$ cat src/include/fio_pkg.sv
// Package for the fill I/O supervisor: port maps, weight fields, timing counts.
// Assumes a 100 MHz clock; weights arrive as unsigned words from the weighing front end.
package fio_pkg;
    localparam int FIO_IN_W = 16;
    localparam int FIO_OUT_W = 16;
    localparam int FIO_WT_W = 24;
    // Fixed input bit positions (input n sits at bit n-1)
    localparam int FIO_IN_START = 0;
    localparam int FIO_IN_VALVE_UP = 1;
    localparam int FIO_IN_VALVE_DOWN = 4;
    localparam int FIO_IN_RESET = 5;
    localparam int FIO_IN_RES1 = 6;
    localparam int FIO_IN_RES2 = 7;
    // Fixed output bit positions
    localparam int FIO_OUT_READY = 0;
    localparam int FIO_OUT_COARSE = 1;
    localparam int FIO_OUT_MEDIUM = 2;
    localparam int FIO_OUT_FINE = 3;
    localparam int FIO_OUT_VALVE = 4;
    localparam int FIO_OUT_CATCH = 7;
    localparam int FIO_OUT_DONE = 8;
    localparam int FIO_OUT_ERROR = 9;
    localparam int FIO_OUT_RES1 = 10;
    localparam int FIO_OUT_RES2 = 11;
    // Selectable function codes for inputs 7..16 and outputs 11..16
    localparam logic [2:0] FIO_FN_OFF = 3'h0;
    localparam logic [2:0] FIO_FN_RUN_EN = 3'h1;
    localparam logic [2:0] FIO_FN_INHIBIT = 3'h2;
    localparam logic [2:0] FIO_FN_INTERRUPT = 3'h3;
    localparam logic [2:0] FIO_FN_RESUME = 3'h4;
    localparam logic [2:0] FIO_FN_RESERVE = 3'h5;
    localparam logic [2:0] FIO_FN_BUSY = 3'h1;
    localparam logic [2:0] FIO_FN_FILL_ERR = 3'h2;
    localparam int FIO_SEL_IN_N = 10;
    localparam int FIO_SEL_OUT_N = 6;
    // Timing
    localparam int FIO_CLK_MHZ = 100;
    localparam int FIO_DEBOUNCE_US = 10;
    localparam int FIO_DEBOUNCE_CYC = FIO_DEBOUNCE_US * FIO_CLK_MHZ;
    localparam int FIO_DB_W = 10;
    localparam int FIO_SETTLE_MS = 500;
    localparam int FIO_SETTLE_CYC = FIO_SETTLE_MS * 1000 * FIO_CLK_MHZ;
    localparam int FIO_SET_W = 26;

    typedef struct packed {
        logic [FIO_WT_W-1:0] weight;
        logic [FIO_WT_W-1:0] tare_min;
        logic [FIO_WT_W-1:0] tare_max;
        logic [FIO_WT_W-1:0] valve_force;
        logic [FIO_WT_W-1:0] cut_coarse;
        logic [FIO_WT_W-1:0] cut_medium;
        logic [FIO_WT_W-1:0] target;
    } fio_wts_t;

    typedef struct packed {
        logic [1:0] speeds;
        logic [1:0] first_speed;
        logic preact_auto;
        logic report_en;
        logic in_res_route;
        logic out_res_route;
        logic [1:0] in_res_fail;
        logic [1:0] out_res_fail;
    } fio_cfg_t;

    typedef enum logic [8:0] {
        FIO_IDLE = 9'h001,
        FIO_TARE = 9'h002,
        FIO_LOWER = 9'h004,
        FIO_FEED = 9'h008,
        FIO_RAISE = 9'h010,
        FIO_SETTLE = 9'h020,
        FIO_REPORT = 9'h040,
        FIO_UNLOAD = 9'h080,
        FIO_FAULT = 9'h100
    } fio_state_t;
endpackage : fio_pkg

$ cat src/fio_supervisor.sv
// Fill I/O supervisor: maps machine I/O and sequences one fill cycle.
// Assumes weight and stable flags are synchronous to clk; port pins are asynchronous.
`timescale 1ns/10ps
`default_nettype none
module fio_supervisor
    import fio_pkg::*;
#(
    parameter int SETTLE_CYC = FIO_SETTLE_CYC
) (
    input wire logic clk,
    input wire logic reset,
    input wire logic [FIO_IN_W-1:0] pin_in,
    output logic [FIO_OUT_W-1:0] pin_out,
    input wire fio_wts_t wts,
    input wire logic scale_stable,
    input wire fio_cfg_t cfg,
    input wire logic [FIO_SEL_IN_N*3-1:0] sel_in_fn,
    input wire logic [FIO_SEL_OUT_N*3-1:0] sel_out_fn,
    output logic preact_strobe,
    output logic report_strobe
);
    logic [FIO_IN_W-1:0] sync_a, sync_b, db_in;
    logic [FIO_IN_W-1:0] next_db_in;
    logic [FIO_IN_W-1:0][FIO_DB_W-1:0] db_cnt, next_db_cnt;
    always_ff @(posedge clk) begin
        if (reset) begin
            sync_a <= '0;
            sync_b <= '0;
        end else begin
            sync_a <= pin_in;
            sync_b <= sync_a;
        end
    end

    for (genvar i = 0; i < FIO_IN_W; i++) begin : g_db
        always_comb begin
            next_db_in[i] = db_in[i];
            next_db_cnt[i] = '0;
            if (sync_b[i] != db_in[i]) begin
                next_db_cnt[i] = db_cnt[i] + 1'b1;
                if (db_cnt[i] == FIO_DB_W'(FIO_DEBOUNCE_CYC - 1)) begin
                    next_db_in[i] = sync_b[i];
                    next_db_cnt[i] = '0;
                end
            end
        end
    end
    always_ff @(posedge clk) begin
        if (reset) begin
            db_in <= '0;
            db_cnt <= '0;
        end else begin
            db_in <= next_db_in;
            db_cnt <= next_db_cnt;
        end
    end

    logic in_start, in_up, in_down, in_rst;
    function automatic logic pick_in(input logic [FIO_IN_W-1:0] v, input int pos);
        logic r;
        r = v[pos];
        if (cfg.in_res_route && cfg.in_res_fail[0] && sel_in_fn[2:0] == FIO_FN_RESERVE) begin
            if (pos == FIO_IN_START) r = v[FIO_IN_RES1];
        end
        if (cfg.in_res_route && cfg.in_res_fail[1] && sel_in_fn[5:3] == FIO_FN_RESERVE) begin
            if (pos == FIO_IN_VALVE_DOWN) r = v[FIO_IN_RES2];
        end
        return r;
    endfunction
    always_comb begin
        in_start = pick_in(db_in, FIO_IN_START);
        in_up = db_in[FIO_IN_VALVE_UP];
        in_down = pick_in(db_in, FIO_IN_VALVE_DOWN);
        in_rst = db_in[FIO_IN_RESET];
    end

    // selectable input functions, disabled code ignores the port
    logic [FIO_SEL_IN_N-1:0] has_run, run_ok, inh_on, int_on, res_on;
    for (genvar i = 0; i < FIO_SEL_IN_N; i++) begin : g_sel_in
        logic [2:0] fn;
        assign fn = sel_in_fn[i*3 +: 3];
        assign has_run[i] = (fn == FIO_FN_RUN_EN);
        assign run_ok[i] = (fn == FIO_FN_RUN_EN) && db_in[i + FIO_IN_RES1];
        assign inh_on[i] = (fn == FIO_FN_INHIBIT) && db_in[i + FIO_IN_RES1];
        assign res_on[i] = (fn == FIO_FN_RESUME) && db_in[i + FIO_IN_RES1];
        assign int_on[i] = (fn == FIO_FN_INTERRUPT) && !db_in[i + FIO_IN_RES1];
    end
    logic run_enable, inhibit, interrupt, resume;
    assign run_enable = (has_run == '0) || (run_ok != '0);
    assign inhibit = inh_on != '0;
    assign interrupt = int_on != '0;
    assign resume = res_on != '0;

    // Sequencer
    fio_state_t state, next_state;
    logic [1:0] stage, next_stage;
    logic err, next_err, done, next_done, tripped, next_tripped;
    logic [FIO_SET_W-1:0] settle, next_settle;
    logic next_preact, next_report;
    logic tare_ok;
    assign tare_ok = (wts.weight > wts.tare_min) && (wts.weight < wts.tare_max) && scale_stable;

    always_comb begin
        next_state = state;
        next_stage = stage;
        next_err = err;
        next_done = done;
        next_tripped = tripped;
        next_settle = settle;
        next_preact = 1'b0;
        next_report = 1'b0;
        case (state)
            FIO_IDLE: begin
                if (in_start && run_enable && !inhibit) begin
                    next_state = FIO_TARE;
                    next_err = 1'b0;
                    next_done = 1'b0;
                    next_tripped = 1'b0;
                end
            end
            FIO_TARE: begin
                if (tare_ok) begin
                    next_state = FIO_LOWER;
                end else if (scale_stable) begin
                    next_err = 1'b1;
                    next_state = FIO_UNLOAD;
                end
            end
            FIO_LOWER: begin
                if (wts.weight > wts.valve_force) begin
                    next_state = FIO_RAISE;
                    next_tripped = 1'b1;
                    next_err = 1'b1;
                end else if (in_down) begin
                    next_state = FIO_FEED;
                    // optional fine or medium start stage
                    next_stage = cfg.first_speed;
                end
            end
            FIO_FEED: begin
                if (!interrupt) begin
                    if (stage == 2'd0 && wts.weight >= wts.cut_coarse) begin
                        next_stage = (cfg.speeds == 2'd3) ? 2'd1 : 2'd2;
                    end else if (stage == 2'd1 && wts.weight >= wts.cut_medium) begin
                        next_stage = 2'd2;
                    end else if (wts.weight >= wts.target) begin
                        next_state = FIO_RAISE;
                    end
                end
            end
            FIO_RAISE: begin
                if (in_up) begin
                    next_state = tripped ? FIO_FAULT : FIO_SETTLE;
                    next_settle = '0;
                end
            end
            FIO_SETTLE: begin
                if (settle < FIO_SET_W'(SETTLE_CYC - 1)) begin
                    next_settle = settle + 1'b1;
                end else if (scale_stable) begin
                    next_preact = cfg.preact_auto;
                    next_state = FIO_REPORT;
                end
            end
            FIO_REPORT: begin
                if (scale_stable) begin
                    next_report = cfg.report_en;
                    next_done = 1'b1;
                    next_state = FIO_UNLOAD;
                end
            end
            FIO_UNLOAD: begin
                if (!in_start) begin
                    next_state = FIO_IDLE;
                end
            end
            FIO_FAULT: begin
                if (resume) begin
                    next_state = FIO_UNLOAD;
                end
            end
            default: next_state = FIO_IDLE;
        endcase
        if (in_rst) begin
            next_state = FIO_IDLE;
            next_err = 1'b0;
            next_done = 1'b0;
        end
    end
    always_ff @(posedge clk) begin
        if (reset) begin
            state <= FIO_IDLE;
            stage <= 2'd0;
            err <= 1'b0;
            done <= 1'b0;
            tripped <= 1'b0;
            settle <= '0;
            preact_strobe <= 1'b0;
            report_strobe <= 1'b0;
        end else begin
            state <= next_state;
            stage <= next_stage;
            err <= next_err;
            done <= next_done;
            tripped <= next_tripped;
            settle <= next_settle;
            preact_strobe <= next_preact;
            report_strobe <= next_report;
        end
    end

    logic [FIO_OUT_W-1:0] next_out;
    always_comb begin
        logic feeding;
        feeding = (state == FIO_FEED) && !interrupt;
        next_out = '0;
        next_out[FIO_OUT_READY] = (state == FIO_IDLE) && run_enable;
        next_out[FIO_OUT_COARSE] = feeding && stage == 2'd0;
        next_out[FIO_OUT_MEDIUM] = feeding && stage == 2'd1;
        next_out[FIO_OUT_FINE] = feeding && stage == 2'd2;
        next_out[FIO_OUT_VALVE] = (state == FIO_LOWER) || (state == FIO_FEED);
        next_out[FIO_OUT_CATCH] = !((state == FIO_LOWER) || (state == FIO_FEED));
        next_out[FIO_OUT_DONE] = done;
        next_out[FIO_OUT_ERROR] = err;
        for (int i = 0; i < FIO_SEL_OUT_N; i++) begin
            if (sel_out_fn[i*3 +: 3] == FIO_FN_BUSY) next_out[FIO_OUT_RES1 + i] = state != FIO_IDLE;
            if (sel_out_fn[i*3 +: 3] == FIO_FN_FILL_ERR) next_out[FIO_OUT_RES1 + i] = err;
        end
        if (cfg.out_res_route && cfg.out_res_fail[0] && sel_out_fn[2:0] == FIO_FN_RESERVE) begin
            next_out[FIO_OUT_RES1] = next_out[FIO_OUT_VALVE];
        end
        if (cfg.out_res_route && cfg.out_res_fail[1] && sel_out_fn[5:3] == FIO_FN_RESERVE) begin
            next_out[FIO_OUT_RES2] = next_out[FIO_OUT_ERROR];
        end
    end
    always_ff @(posedge clk) begin
        if (reset) begin
            pin_out <= '0;
        end else begin
            pin_out <= next_out;
        end
    end
endmodule : fio_supervisor
`default_nettype wire

$ cat config.mk
export PLATFORM = sky130hd
export DESIGN_NAME = fio_supervisor
export DESIGN_NICKNAME = d
export VERILOG_FILES = /design/src/include/fio_pkg.sv /design/src/fio_supervisor.sv
export SDC_FILE = /design/constraint.sdc
export NUM_CORES = 1
export LEC_CHECK = 0
export ABC_AREA = 0
export BUFFER_PORTS_ARGS = -buffer_cell sky130_fd_sc_hd__buf_2
export CAP_MARGIN = 5
export CORE_UTILIZATION = 55
export DETAILED_ROUTE_END_ITERATION = 12
export PLACE_DENSITY_LB_ADDON = 0.2
export REMOVE_ABC_BUFFERS = 1
export SLEW_MARGIN = 15
export SYNTH_ARGS = -nofsm -noshare
export SYNTH_HDL_FRONTEND = slang
export SYNTH_SLANG_ARGS = --single-unit
$ cat constraint.sdc
create_clock -name clk -period 6.5 [get_ports clk]
set_input_delay 0.325 -clock clk [delete_from_list [all_inputs] [get_ports clk]]
set_output_delay 0.325 -clock clk [all_outputs]
set_load 0.02 [all_outputs]
==> flow_summary_export.csv, run 1 <==
group,metric,value,unit
worst_setup_path,crit_chain,"nor4_4 > nand2_1 > or3_1 > nor4_2 > a211o_1 > nor4b_4 > nand3_4 > mux2_4",
clock_network,numCtsBuffers,25,
routing,ant_nets,0,
clock_network,cts_root_buf,"clkbuf_16",
floorplan,start_util,56.7,%
final_layout,fin_nets,2354,
power,comb_power_share,13.9,%
worst_setup_path,required,6.91,ns
clock_network,clkTransAtPathRegs,0.06,ns
logic_synthesis,yosysMostFrequentCell,"dfxtp_1",
floorplan,floorplan.core_area,24500,µm²
power,switching_share,25.9,%
worst_setup_path,cp_slowest_cell,"nor4_2",
worst_hold_path,whs_path_depth,2,
worst_setup_path,crit_path_max_incr_delay,0.50,ns
logic_synthesis,synth-seq-area-share,34.3,%
worst_hold_path,hold_end,"sync_a[11]",
global_route,track_usage,26.4,%
logic_synthesis,syn_inst,1671,
final_layout,syn2layout_area_growth,18.5,%
placement,dpl_cell_area,15500,µm²
floorplan,die_h,161,µm
floorplan,rows,57,
sta,tns,0,ns
logic_synthesis,synth_compound_area_share,9.07,%
routing,wl,34.4,mm
worst_hold_path,min_from,"pin_in[11]",
logic_synthesis,synth_top_family_by_area,"simple AND/OR/NAND/NOR gates",
flow_run,maxCapViolCount,0,
logic_synthesis,yosys.area_share.simple,27.3,%
placement,place_congestion,0.986,
logic_synthesis,synth_area_leaders,"dfxtp_1 34%, ha_1 14%, nor2_1 6.4%",
sta,hold_ws,0.0105,ns
worst_setup_path,crit_path_end_kind,"flop",
worst_setup_path,start_kind,"flop",
routing,drt-vias-per-instance,5.42,
floorplan,die-area,25900,µm²
clock_network,clock_latency,0.54,ns
global_route,grt_pass1_wl,56.3,mm
global_route,antenna_found_initial,11,
global_route,grt_max_degree,60,
clock_network,tritoncts,"yes",
routing,routed_wire_length_per_instance,15.0,µm
routing,drt_iter0_markers,698,
logic_synthesis,synth_common_cells,"238 x dfxtp_1, 237 x nor2_1, 169 x inv_1",
global_route,grt_overflow_total,0,
logic_synthesis,ys.flop_type,"dfxtp_1",
routing,drc,0,
power,power_frac_clock,42.0,%
worst_setup_path,startpoint,"state[0]",
logic_synthesis,synthMuxAreaShare,1.42,%
logic_synthesis,synthAdderAreaFrac,14.2,%
sta,post-route-min-period,2.74,ns
logic_synthesis,synth_area_per_cell,8.32,µm²
worst_setup_path,cp_num_cells,8,
worst_setup_path,cp_num_buf_inv,0,
logic_synthesis,synth_warnings,0,
power,power.leakage,7.37,nW
worst_setup_path,critical_path_class,"flop to flop",
final_layout,final_cell_area,16500,µm²
run_status,status,"finished clean",
clock_network,cts_resized,0,
logic_synthesis,synth_edf_count,0,
sta,tightest_slew,0.763,ns
sta,fmax,364,MHz
placement,port_buffers,260,
sta,drv_slew,0,
clock_network,clockBufferDepth,3,
power,p_seq_share,44.1,%
logic_synthesis,synth_cell_types,78,
worst_setup_path,reg2reg_depth,8,
power,p_sw,0.873,mW
logic_synthesis,synth_seq_cells,238,
power,p_int,2.50,mW
sta,grt_setup_unrepaired,"false",
sta,fin_skew,0.0266,ns
clock_network,h-tree-depth,1,
logic_synthesis,synth.top_cell.area_share,34.3,%
logic_synthesis,synth_xor_area_share,8.32,%
logic_synthesis,async_flop_share,0,%
worst_hold_path,holdCritPathClass,"input port to flop",
floorplan,die_x,161,µm
floorplan,ios,265,
worst_setup_path,rrSetupSlack,3.76,ns
worst_setup_path,r2r-start,"state[0]",
worst_setup_path,arrival,3.16,ns
routing,num_vias,12440,
sta,hold_viol_final,0,
clock_network,cts_num_sinks,238,
worst_setup_path,worst-path-max-fanout,7,
logic_synthesis,synth_area,13900,µm²
sta,setup_violations,0,
placement,post-dp-hpwl,27.2,mm
routing,firstDrtPassIters,5,
worst_setup_path,rr_endpoint,"state[0]",
power,peakVddDrop,0.206,mV
final_layout,drive_above_1_share,16.7,%
final_layout,nFillCells,2117,
power,power,3.37,mW
power,p_per_area,205,nW/µm²
global_route,grt_pass1_vias,12164,
worst_setup_path,crit_family,"simple AND/OR/NAND/NOR gates",
sta,fin_crit_sh,42.2,%
sta,relSlewSlack,47.8,%
logic_synthesis,synth_top_area_cell,"dfxtp_1",
[area by class of cell]
type	instances	area, µm²	share of cell area [%]
diodes	7	17.5	0.106
clock buffers	29	671	4.07
clock inverters	15	151	0.919
inverters	169	634	3.85
multi-input cells	1242	8400	51.0
flip-flops and latches	238	4760	28.9
well taps	324	405	2.46
repair buffers	273	1430	8.68
[timing repair]
item | CTS | global route
endpoints found under the setup margin | 0 | 0
endpoints found under the hold margin | 12 | 0
setup buffers | 0 | 0
hold buffers | 12 | 0
[power by group through the flow]
stage          Combinational [mW]  Clock, mW  Sequential (mW)
5_1_grt                     0.520       1.51             1.49
3_3_place_gp                0.441          0             1.52
3_5_place_dp                0.456          0             1.52
2_1_floorplan               0.255          0             1.52
4_1_cts                     0.465       1.45             1.49
6_report                    0.468       1.42             1.49
[kinds of logic after synthesis]
family	count (synthesis)
xor gates and xnor gates	132
other	1
AOI/OAI and AO/OA	205
muxes	19
buffers and inverters	192
and+or+nand+nor	726
adders and majority gates	158
DFF	238
[sequential cells by signal (all words and copies together), names as in the netlist]
name           cells
state              9
sync_a            14
tripped            1
sync_b            14
pin_out           14
settle            26
preact_strobe      1
stage              2
done               1
report_strobe      1
err                1
db_cnt           140
db_in             14
[per-layer routing]
layer	share of wire [%]	GRT usage, %	up-vias
met3	6.8	6.24	100
li1	-	-	6329
met5	0.099	0	-
met2	46	45.6	384
met4	4.1	11.9	6
met1	43	31.0	5621
[cells in the final DEF (no fill, tap or decap), types with 10 or more instances in the layout]
master,n
nand2_1,115
xnor2_1,77
a21o_1,12
ha_1,158
and3_1,42
buf_2,260
nor2b_1,39
nor3_1,41
a211oi_1,10
inv_1,169
nand2b_1,19
mux2i_1,16
clkbuf_16,25
nand3_1,55
dfxtp_1,238
or3_1,25
xor2_1,55
dlygate4sd3_1,12
a21oi_1,83
a31oi_1,12
nand4_1,56
nor4bb_1,23
nor2_1,237
o21ai_0,40
nor4_1,11
nor3b_1,16
[how the worst max path moves through the flow]
stage / end / slack (ns)
after floorplan: state[0] / 4.06
after global placement: state[0] / 3.49
after detailed placement: state[0] / 3.35
after CTS: state[0] / 3.78
after global routing: state[0] / 3.61
final: state[0] / 3.76
[metrics by stage]
stage,setup slack [ns],utilization [%],instances
global route,3.61,67.1,2297
detailed placement,3.35,63.2,2234
CTS,3.78,67.1,2290
finish,3.76,67.1,2297
global placement,3.49,63.2,2234
floorplan,4.06,-,1649
Power figures use the tool's default switching activity.
==> run 2: changes to the inputs <==
--- a/config.mk
+++ b/config.mk
@@ -8,7 +8,7 @@
 export ABC_AREA = 0
 export BUFFER_PORTS_ARGS = -buffer_cell sky130_fd_sc_hd__buf_2
 export CAP_MARGIN = 5
-export CORE_UTILIZATION = 55
+export CORE_UTILIZATION = 51
 export DETAILED_ROUTE_END_ITERATION = 12
 export PLACE_DENSITY_LB_ADDON = 0.2
 export REMOVE_ABC_BUFFERS = 1
==> constraint.sdc (replaced) <==
create_clock -name clk -period 2.2 [get_ports clk]
set_input_delay 0.11 -clock clk [delete_from_list [all_inputs] [get_ports clk]]
set_output_delay 0.11 -clock clk [all_outputs]
set_load 0.02 [all_outputs]
==> run 2 against run 1 <==
  * The flow now finishes with violations (setup timing)
  * Final area up 13%
  * Clock power rose to 3.3 times the previous value
  * Sequential cell count unchanged
  * Clock skew fell by 0.011 ns
  * Sequential share of layout area fell by 3.2 points
  * First-iteration DRC count decreased by 13%
  * Critical path type unchanged
  * Critical endpoint unchanged
  * Largest cell class unchanged
  * Largest power group is now the clock network
==> flow_summary_export.csv, run 2 (synthesis gave the netlist of run 1 again) <==
group,metric,value,unit
run_status,status,"finished with violations",
run_status,violations,"setup timing",
clock_network,clockBufferDepth,3,
floorplan,die_h,167,µm
power,comb_power_share,16.5,%
placement,port_buffers,260,
clock_network,cts_root_buf,"clkbuf_16",
placement,dpl_cell_area,16800,µm²
power,power_frac_clock,43.2,%
power,p_sw,2.65,mW
clock_network,clock_latency,0.53,ns
clock_network,numCtsBuffers,26,
worst_setup_path,start_kind,"flop",
global_route,grt_overflow_total,0,
floorplan,start_util,51.7,%
routing,num_vias,13235,
sta,fin_skew,0.0156,ns
worst_setup_path,required,2.61,ns
power,peakVddDrop,0.523,mV
global_route,grt_max_degree,27,
clock_network,tritoncts,"yes",
sta,hold_ws,0.0716,ns
worst_hold_path,holdCritPathClass,"input port to flop",
power,power.leakage,8.57,nW
sta,fin_crit_sh,106,%
sta,hold_viol_final,0,
final_layout,fin_util,69.3,%
worst_setup_path,arrival,2.74,ns
power,p_int,8.23,mW
floorplan,floorplan.core_area,26900,µm²
clock_network,cts_num_sinks,238,
sta,drv_slew,0,
final_layout,final_cell_area,18600,µm²
worst_setup_path,crit_path_end_kind,"flop",
worst_setup_path,worst-path-max-fanout,5,
global_route,grt_pass1_vias,13057,
final_layout,final_cell_mix,"260 x buf_2, 231 x nor2_1, 225 x dfxtp_1",
final_layout,syn2layout_area_growth,34.0,%
placement,place_congestion,0.930,
final_layout,reg.largest.list,"db_cnt (140), settle (26)",
floorplan,ios,265,
routing,drt-vias-per-instance,5.26,
sta,tightest_slew,0.591,ns
floorplan,rows,60,
sta,grt_setup_unrepaired,"true",
final_layout,fin_nets,2553,
global_route,track_usage,26.1,%
floorplan,die_x,167,µm
floorplan,die-area,27900,µm²
placement,place_ws,-0.639,ns
sta,relSlewSlack,60.3,%
routing,routed_wire_length_per_instance,14.8,µm
flow_run,maxCapViolCount,0,
power,p_seq_share,40.4,%
clock_network,h-tree-depth,1,
final_layout,drive_above_1_share,25.9,%
worst_setup_path,critical_path_class,"flop to flop",
power,switching_share,24.4,%
sta,fmax,429,MHz
placement,post-dp-hpwl,29.0,mm
sta,setup_ws,-0.132,ns
routing,ant_nets,0,
power,power,10.9,mW
clock_network,clkTransAtPathRegs,0.06,ns
final_layout,final_common_cell,"buf_2",
global_route,grt_pass1_wl,60.3,mm
final_layout,top_register,"db_cnt",
power,p_per_area,584,nW/µm²
sta,setup_violations,17,
routing,drc,0,
global_route,antenna_found_initial,7,
sta,post-route-min-period,2.33,ns
final_layout,largest_reg_flops,140,
routing,firstDrtPassIters,6,
routing,wl,37.3,mm
routing,drt_iter0_markers,610,
run 2: repair_timing:
item                                    in CTS  in global routing
buffers inserted                             2                  7
endpoints found under the hold margin       25                  0
gates cloned                                 2                  0
gates resized for setup                     34                 53
endpoints found under the setup margin      31                 30
hold buffers                                39                  0
pin swaps                                   18                 21
run 2: routing by layer:
layer,share of wire (%),global-route usage (%),up-vias,wire (µm)
met5,0,0,-,0
met4,4.4,11.5,0,1650
met3,4.5,3.62,102,1660
met2,48,46.9,325,18000
met1,43,30.9,6076,15900
li1,-,-,6732,-
run 2: critical path: stages, from the launching register on:
cell and delay [ns]:
dfxtp_4 0.36, nand2_2 0.06, nor3_2 0.04, nor4_2 0.29
nand4_1 0.20, o31a_1 0.39, nor4b_4 0.37, nand3_4 0.17
mux2_4 0.33
run 2: path summary, 6_finish.rpt:
path	startpoint	slack, ns	end	depth (start not counted)
max	db_in[15]	-0.13	state[0]	8
min reg2reg	sync_a[8]	0.43	sync_b[8]	1
min	reset	0.07	db_in[4]	2
max reg2reg	db_in[15]	-0.13	state[0]	8
run 2: power by group through the flow:
stage               Sequential, mW  Combinational (mW)  Clock, mW
finish                        4.39                1.79       4.70
global route                  4.40                1.99       4.97
CTS                           4.39                1.73       4.81
detailed placement            4.49                1.64          0
global placement              4.48                1.60          0
floorplan                     4.49               0.753          0
run 2: final cells by class:
type,instances,area (µm²)
Tap cell,341,427
Multi-Input combinational cell,1244,8800
Antenna cell,6,15.0
Sequential cell,238,4790
Timing Repair Buffer,469,3020
Clock inverter,13,211
Inverter,169,634
Clock buffer,35,744
Fill cell,2127,8250
run 2: stage by stage:
step	cells	TNS [ns]
floorplan	1649	-0.0258
finish	2515	-0.903
CTS	2503	-0.417
global route	2515	-4.22
global placement	2412	-6.22
detailed placement	2412	-8.27
==> run 3: changes to the inputs <==
--- a/config.mk
+++ b/config.mk
@@ -11,8 +11,8 @@
 export CORE_UTILIZATION = 51
 export DETAILED_ROUTE_END_ITERATION = 12
 export PLACE_DENSITY_LB_ADDON = 0.2
-export REMOVE_ABC_BUFFERS = 1
-export SLEW_MARGIN = 15
+export SLEW_MARGIN = 0
 export SYNTH_ARGS = -nofsm -noshare
 export SYNTH_HDL_FRONTEND = slang
 export SYNTH_SLANG_ARGS = --single-unit
+export TNS_END_PERCENT = 20
==> run 3 against run 2 <==
  * The flow still finishes with violations (setup timing)
  * Largest cell class unchanged
  * Count of clock-buffer cells in the layout increased by 1
  * Critical path type unchanged
  * Final area decreased by 1.9%
  * Highest routed layer unchanged
  * Utilization decreased by 1.3 points
==> flow_summary_export.csv, run 3 (synthesis gave the netlist of run 1 again) <==
group,metric,value,unit
placement,dpl_cell_area,16700,µm²
power,power.leakage,8.35,nW
run_status,violations,"setup timing",
final_layout,final_common_cell,"buf_2",
power,power,10.2,mW
routing,routed_wire_length_per_instance,14.8,µm
worst_hold_path,whs_path_depth,2,
clock_network,clockBufferDepth,3,
routing,wl,36.9,mm
worst_setup_path,start_kind,"flop",
flow_run,maxCapViolCount,0,
worst_hold_path,min_from,"reset",
global_route,antenna_found_initial,3,
final_layout,reg.largest.list,"db_cnt (140), settle (26)",
worst_setup_path,worst-path-max-fanout,6,
sta,grt_setup_unrepaired,"true",
placement,post-dp-hpwl,28.4,mm
placement,place_congestion,0.914,
worst_hold_path,holdCritPathClass,"input port to flop",
final_layout,seq_area,4790,µm²
final_layout,multi_input_comb_area,8700,µm²
floorplan,die_x,167,µm
clock_network,clock_latency,0.51,ns
clock_network,h-tree-depth,1,
floorplan,rows,60,
run_status,status,"finished with violations",
final_layout,fin_nets,2542,
worst_setup_path,rr_endpoint,"state[0]",
worst_setup_path,cp_num_buf_inv,1,
worst_setup_path,crit_family,"compound AO/OA/AOI/OAI gates",
global_route,grt_pass1_wl,60.3,mm
final_layout,syn2layout_area_growth,31.4,%
worst_setup_path,required,2.60,ns
worst_setup_path,critical_path_class,"flop to flop",
routing,firstDrtPassIters,5,
final_layout,final_cell_area,18300,µm²
sta,relSlewSlack,44.4,%
worst_setup_path,crit_path_end_kind,"flop",
worst_setup_path,rrSetupSlack,-0.30,ns
sta,hold_viol_final,0,
worst_setup_path,r2r-start,"db_in[6]",
global_route,track_usage,26.0,%
sta,fmax,401,MHz
final_layout,top_register,"db_cnt",
clock_network,numCtsBuffers,25,
worst_setup_path,cp_slowest_cell,"a2111oi_0",
sta,fin_skew,0.0119,ns
worst_setup_path,arrival,2.90,ns
global_route,grt_max_degree,46,
placement,port_buffers,260,
power,peakVddDrop,0.524,mV
floorplan,ios,265,
routing,drt-vias-per-instance,5.29,
floorplan,start_util,51.7,%
final_layout,final_cell_mix,"260 x buf_2, 233 x nor2_1, 225 x dfxtp_1",
clock_network,cts_root_buf,"clkbuf_16",
final_layout,drive_above_1_share,24.8,%
sta,tns,-2.76,ns
global_route,grt_pass1_vias,13210,
clock_network,clkTransAtPathRegs,0.06,ns
routing,drc,0,
floorplan,floorplan.core_area,26900,µm²
worst_setup_path,startpoint,"db_in[6]",
clock_network,tritoncts,"yes",
routing,drt_iter0_markers,676,
worst_setup_path,crit_path_max_incr_delay,0.73,ns
sta,setup_ws,-0.296,ns
sta,tightest_slew,0.813,ns
routing,ant_nets,0,
sta,drv_slew,0,
floorplan,die_h,167,µm
floorplan,die-area,27900,µm²
sta,post-route-min-period,2.50,ns
final_layout,nFillCells,2184,
global_route,grt_overflow_total,0,
worst_hold_path,hold_end,"db_in[9]",
power,p_per_area,558,nW/µm²
clock_network,cts_num_sinks,238,
worst_setup_path,crit_chain,"inv_2 > or3_4 > a2111oi_0 > or3_1 > a211o_1 > nor4b_4 > nand3_4 > mux2_4",
sta,setup_violations,24,
sta,fin_crit_sh,113,%
routing,num_vias,13217,
worst_setup_path,reg2reg_depth,8,
final_layout,largest_reg_flops,140,
[run 3: layout make-up]
cell class	count	share of cell area [%]
multi-input cells	1244	47.6
flip-flops and latches	238	26.2
repair buffers	459	16.1
clock buffers	36	3.98
inverters	169	3.47
well taps	341	2.34
clock inverters	8	0.240
diodes	3	0.0411
[run 3: timing repair]
item,in CTS,in global routing
buffers inserted,13,1
pin swaps,15,15
hold endpoints to repair,23,0
hold buffers,38,0
cloned,1,1
gates resized for setup,35,29
setup endpoints to repair,33,36
[run 3: worst max-delay path by stage]
stage	endpoint	slack [ns]	cells after the start
floorplan	state[0]	0.02	10
global placement	err	-0.48	11
detailed placement	err	-0.46	11
CTS	state[0]	-0.19	9
global route	state[4]	-0.34	10
finish	state[0]	-0.30	8
[run 3: metal layers]
layer / vias up / track usage [%] / share of wire (%)
met5: - / 0 / 0
met4: 0 / 9.46 / 3.2
met3: 80 / 3.92 / 4.9
met2: 339 / 47.3 / 49
met1: 6080 / 30.8 / 43
li1: 6718 / - / -
[run 3: where the power goes]
group          internal (mW)  switching (mW)
combinational          0.929           0.917
sequential              4.36          0.0320
clock                   2.28            1.67
total                   7.58            2.62
[run 3: stage by stage]
step	utilization (%)	hold WS, ns	cells	worst slack [ns]
3_5_place_dp	62.1	0.274	2399	-0.457
5_1_grt	68.0	0.0526	2498	-0.343
4_1_cts	67.3	0.0197	2494	-0.190
2_1_floorplan	-	0.187	1672	0.0152
6_report	68.0	0.0404	2498	-0.296
3_3_place_gp	62.1	0.271	2399	-0.480
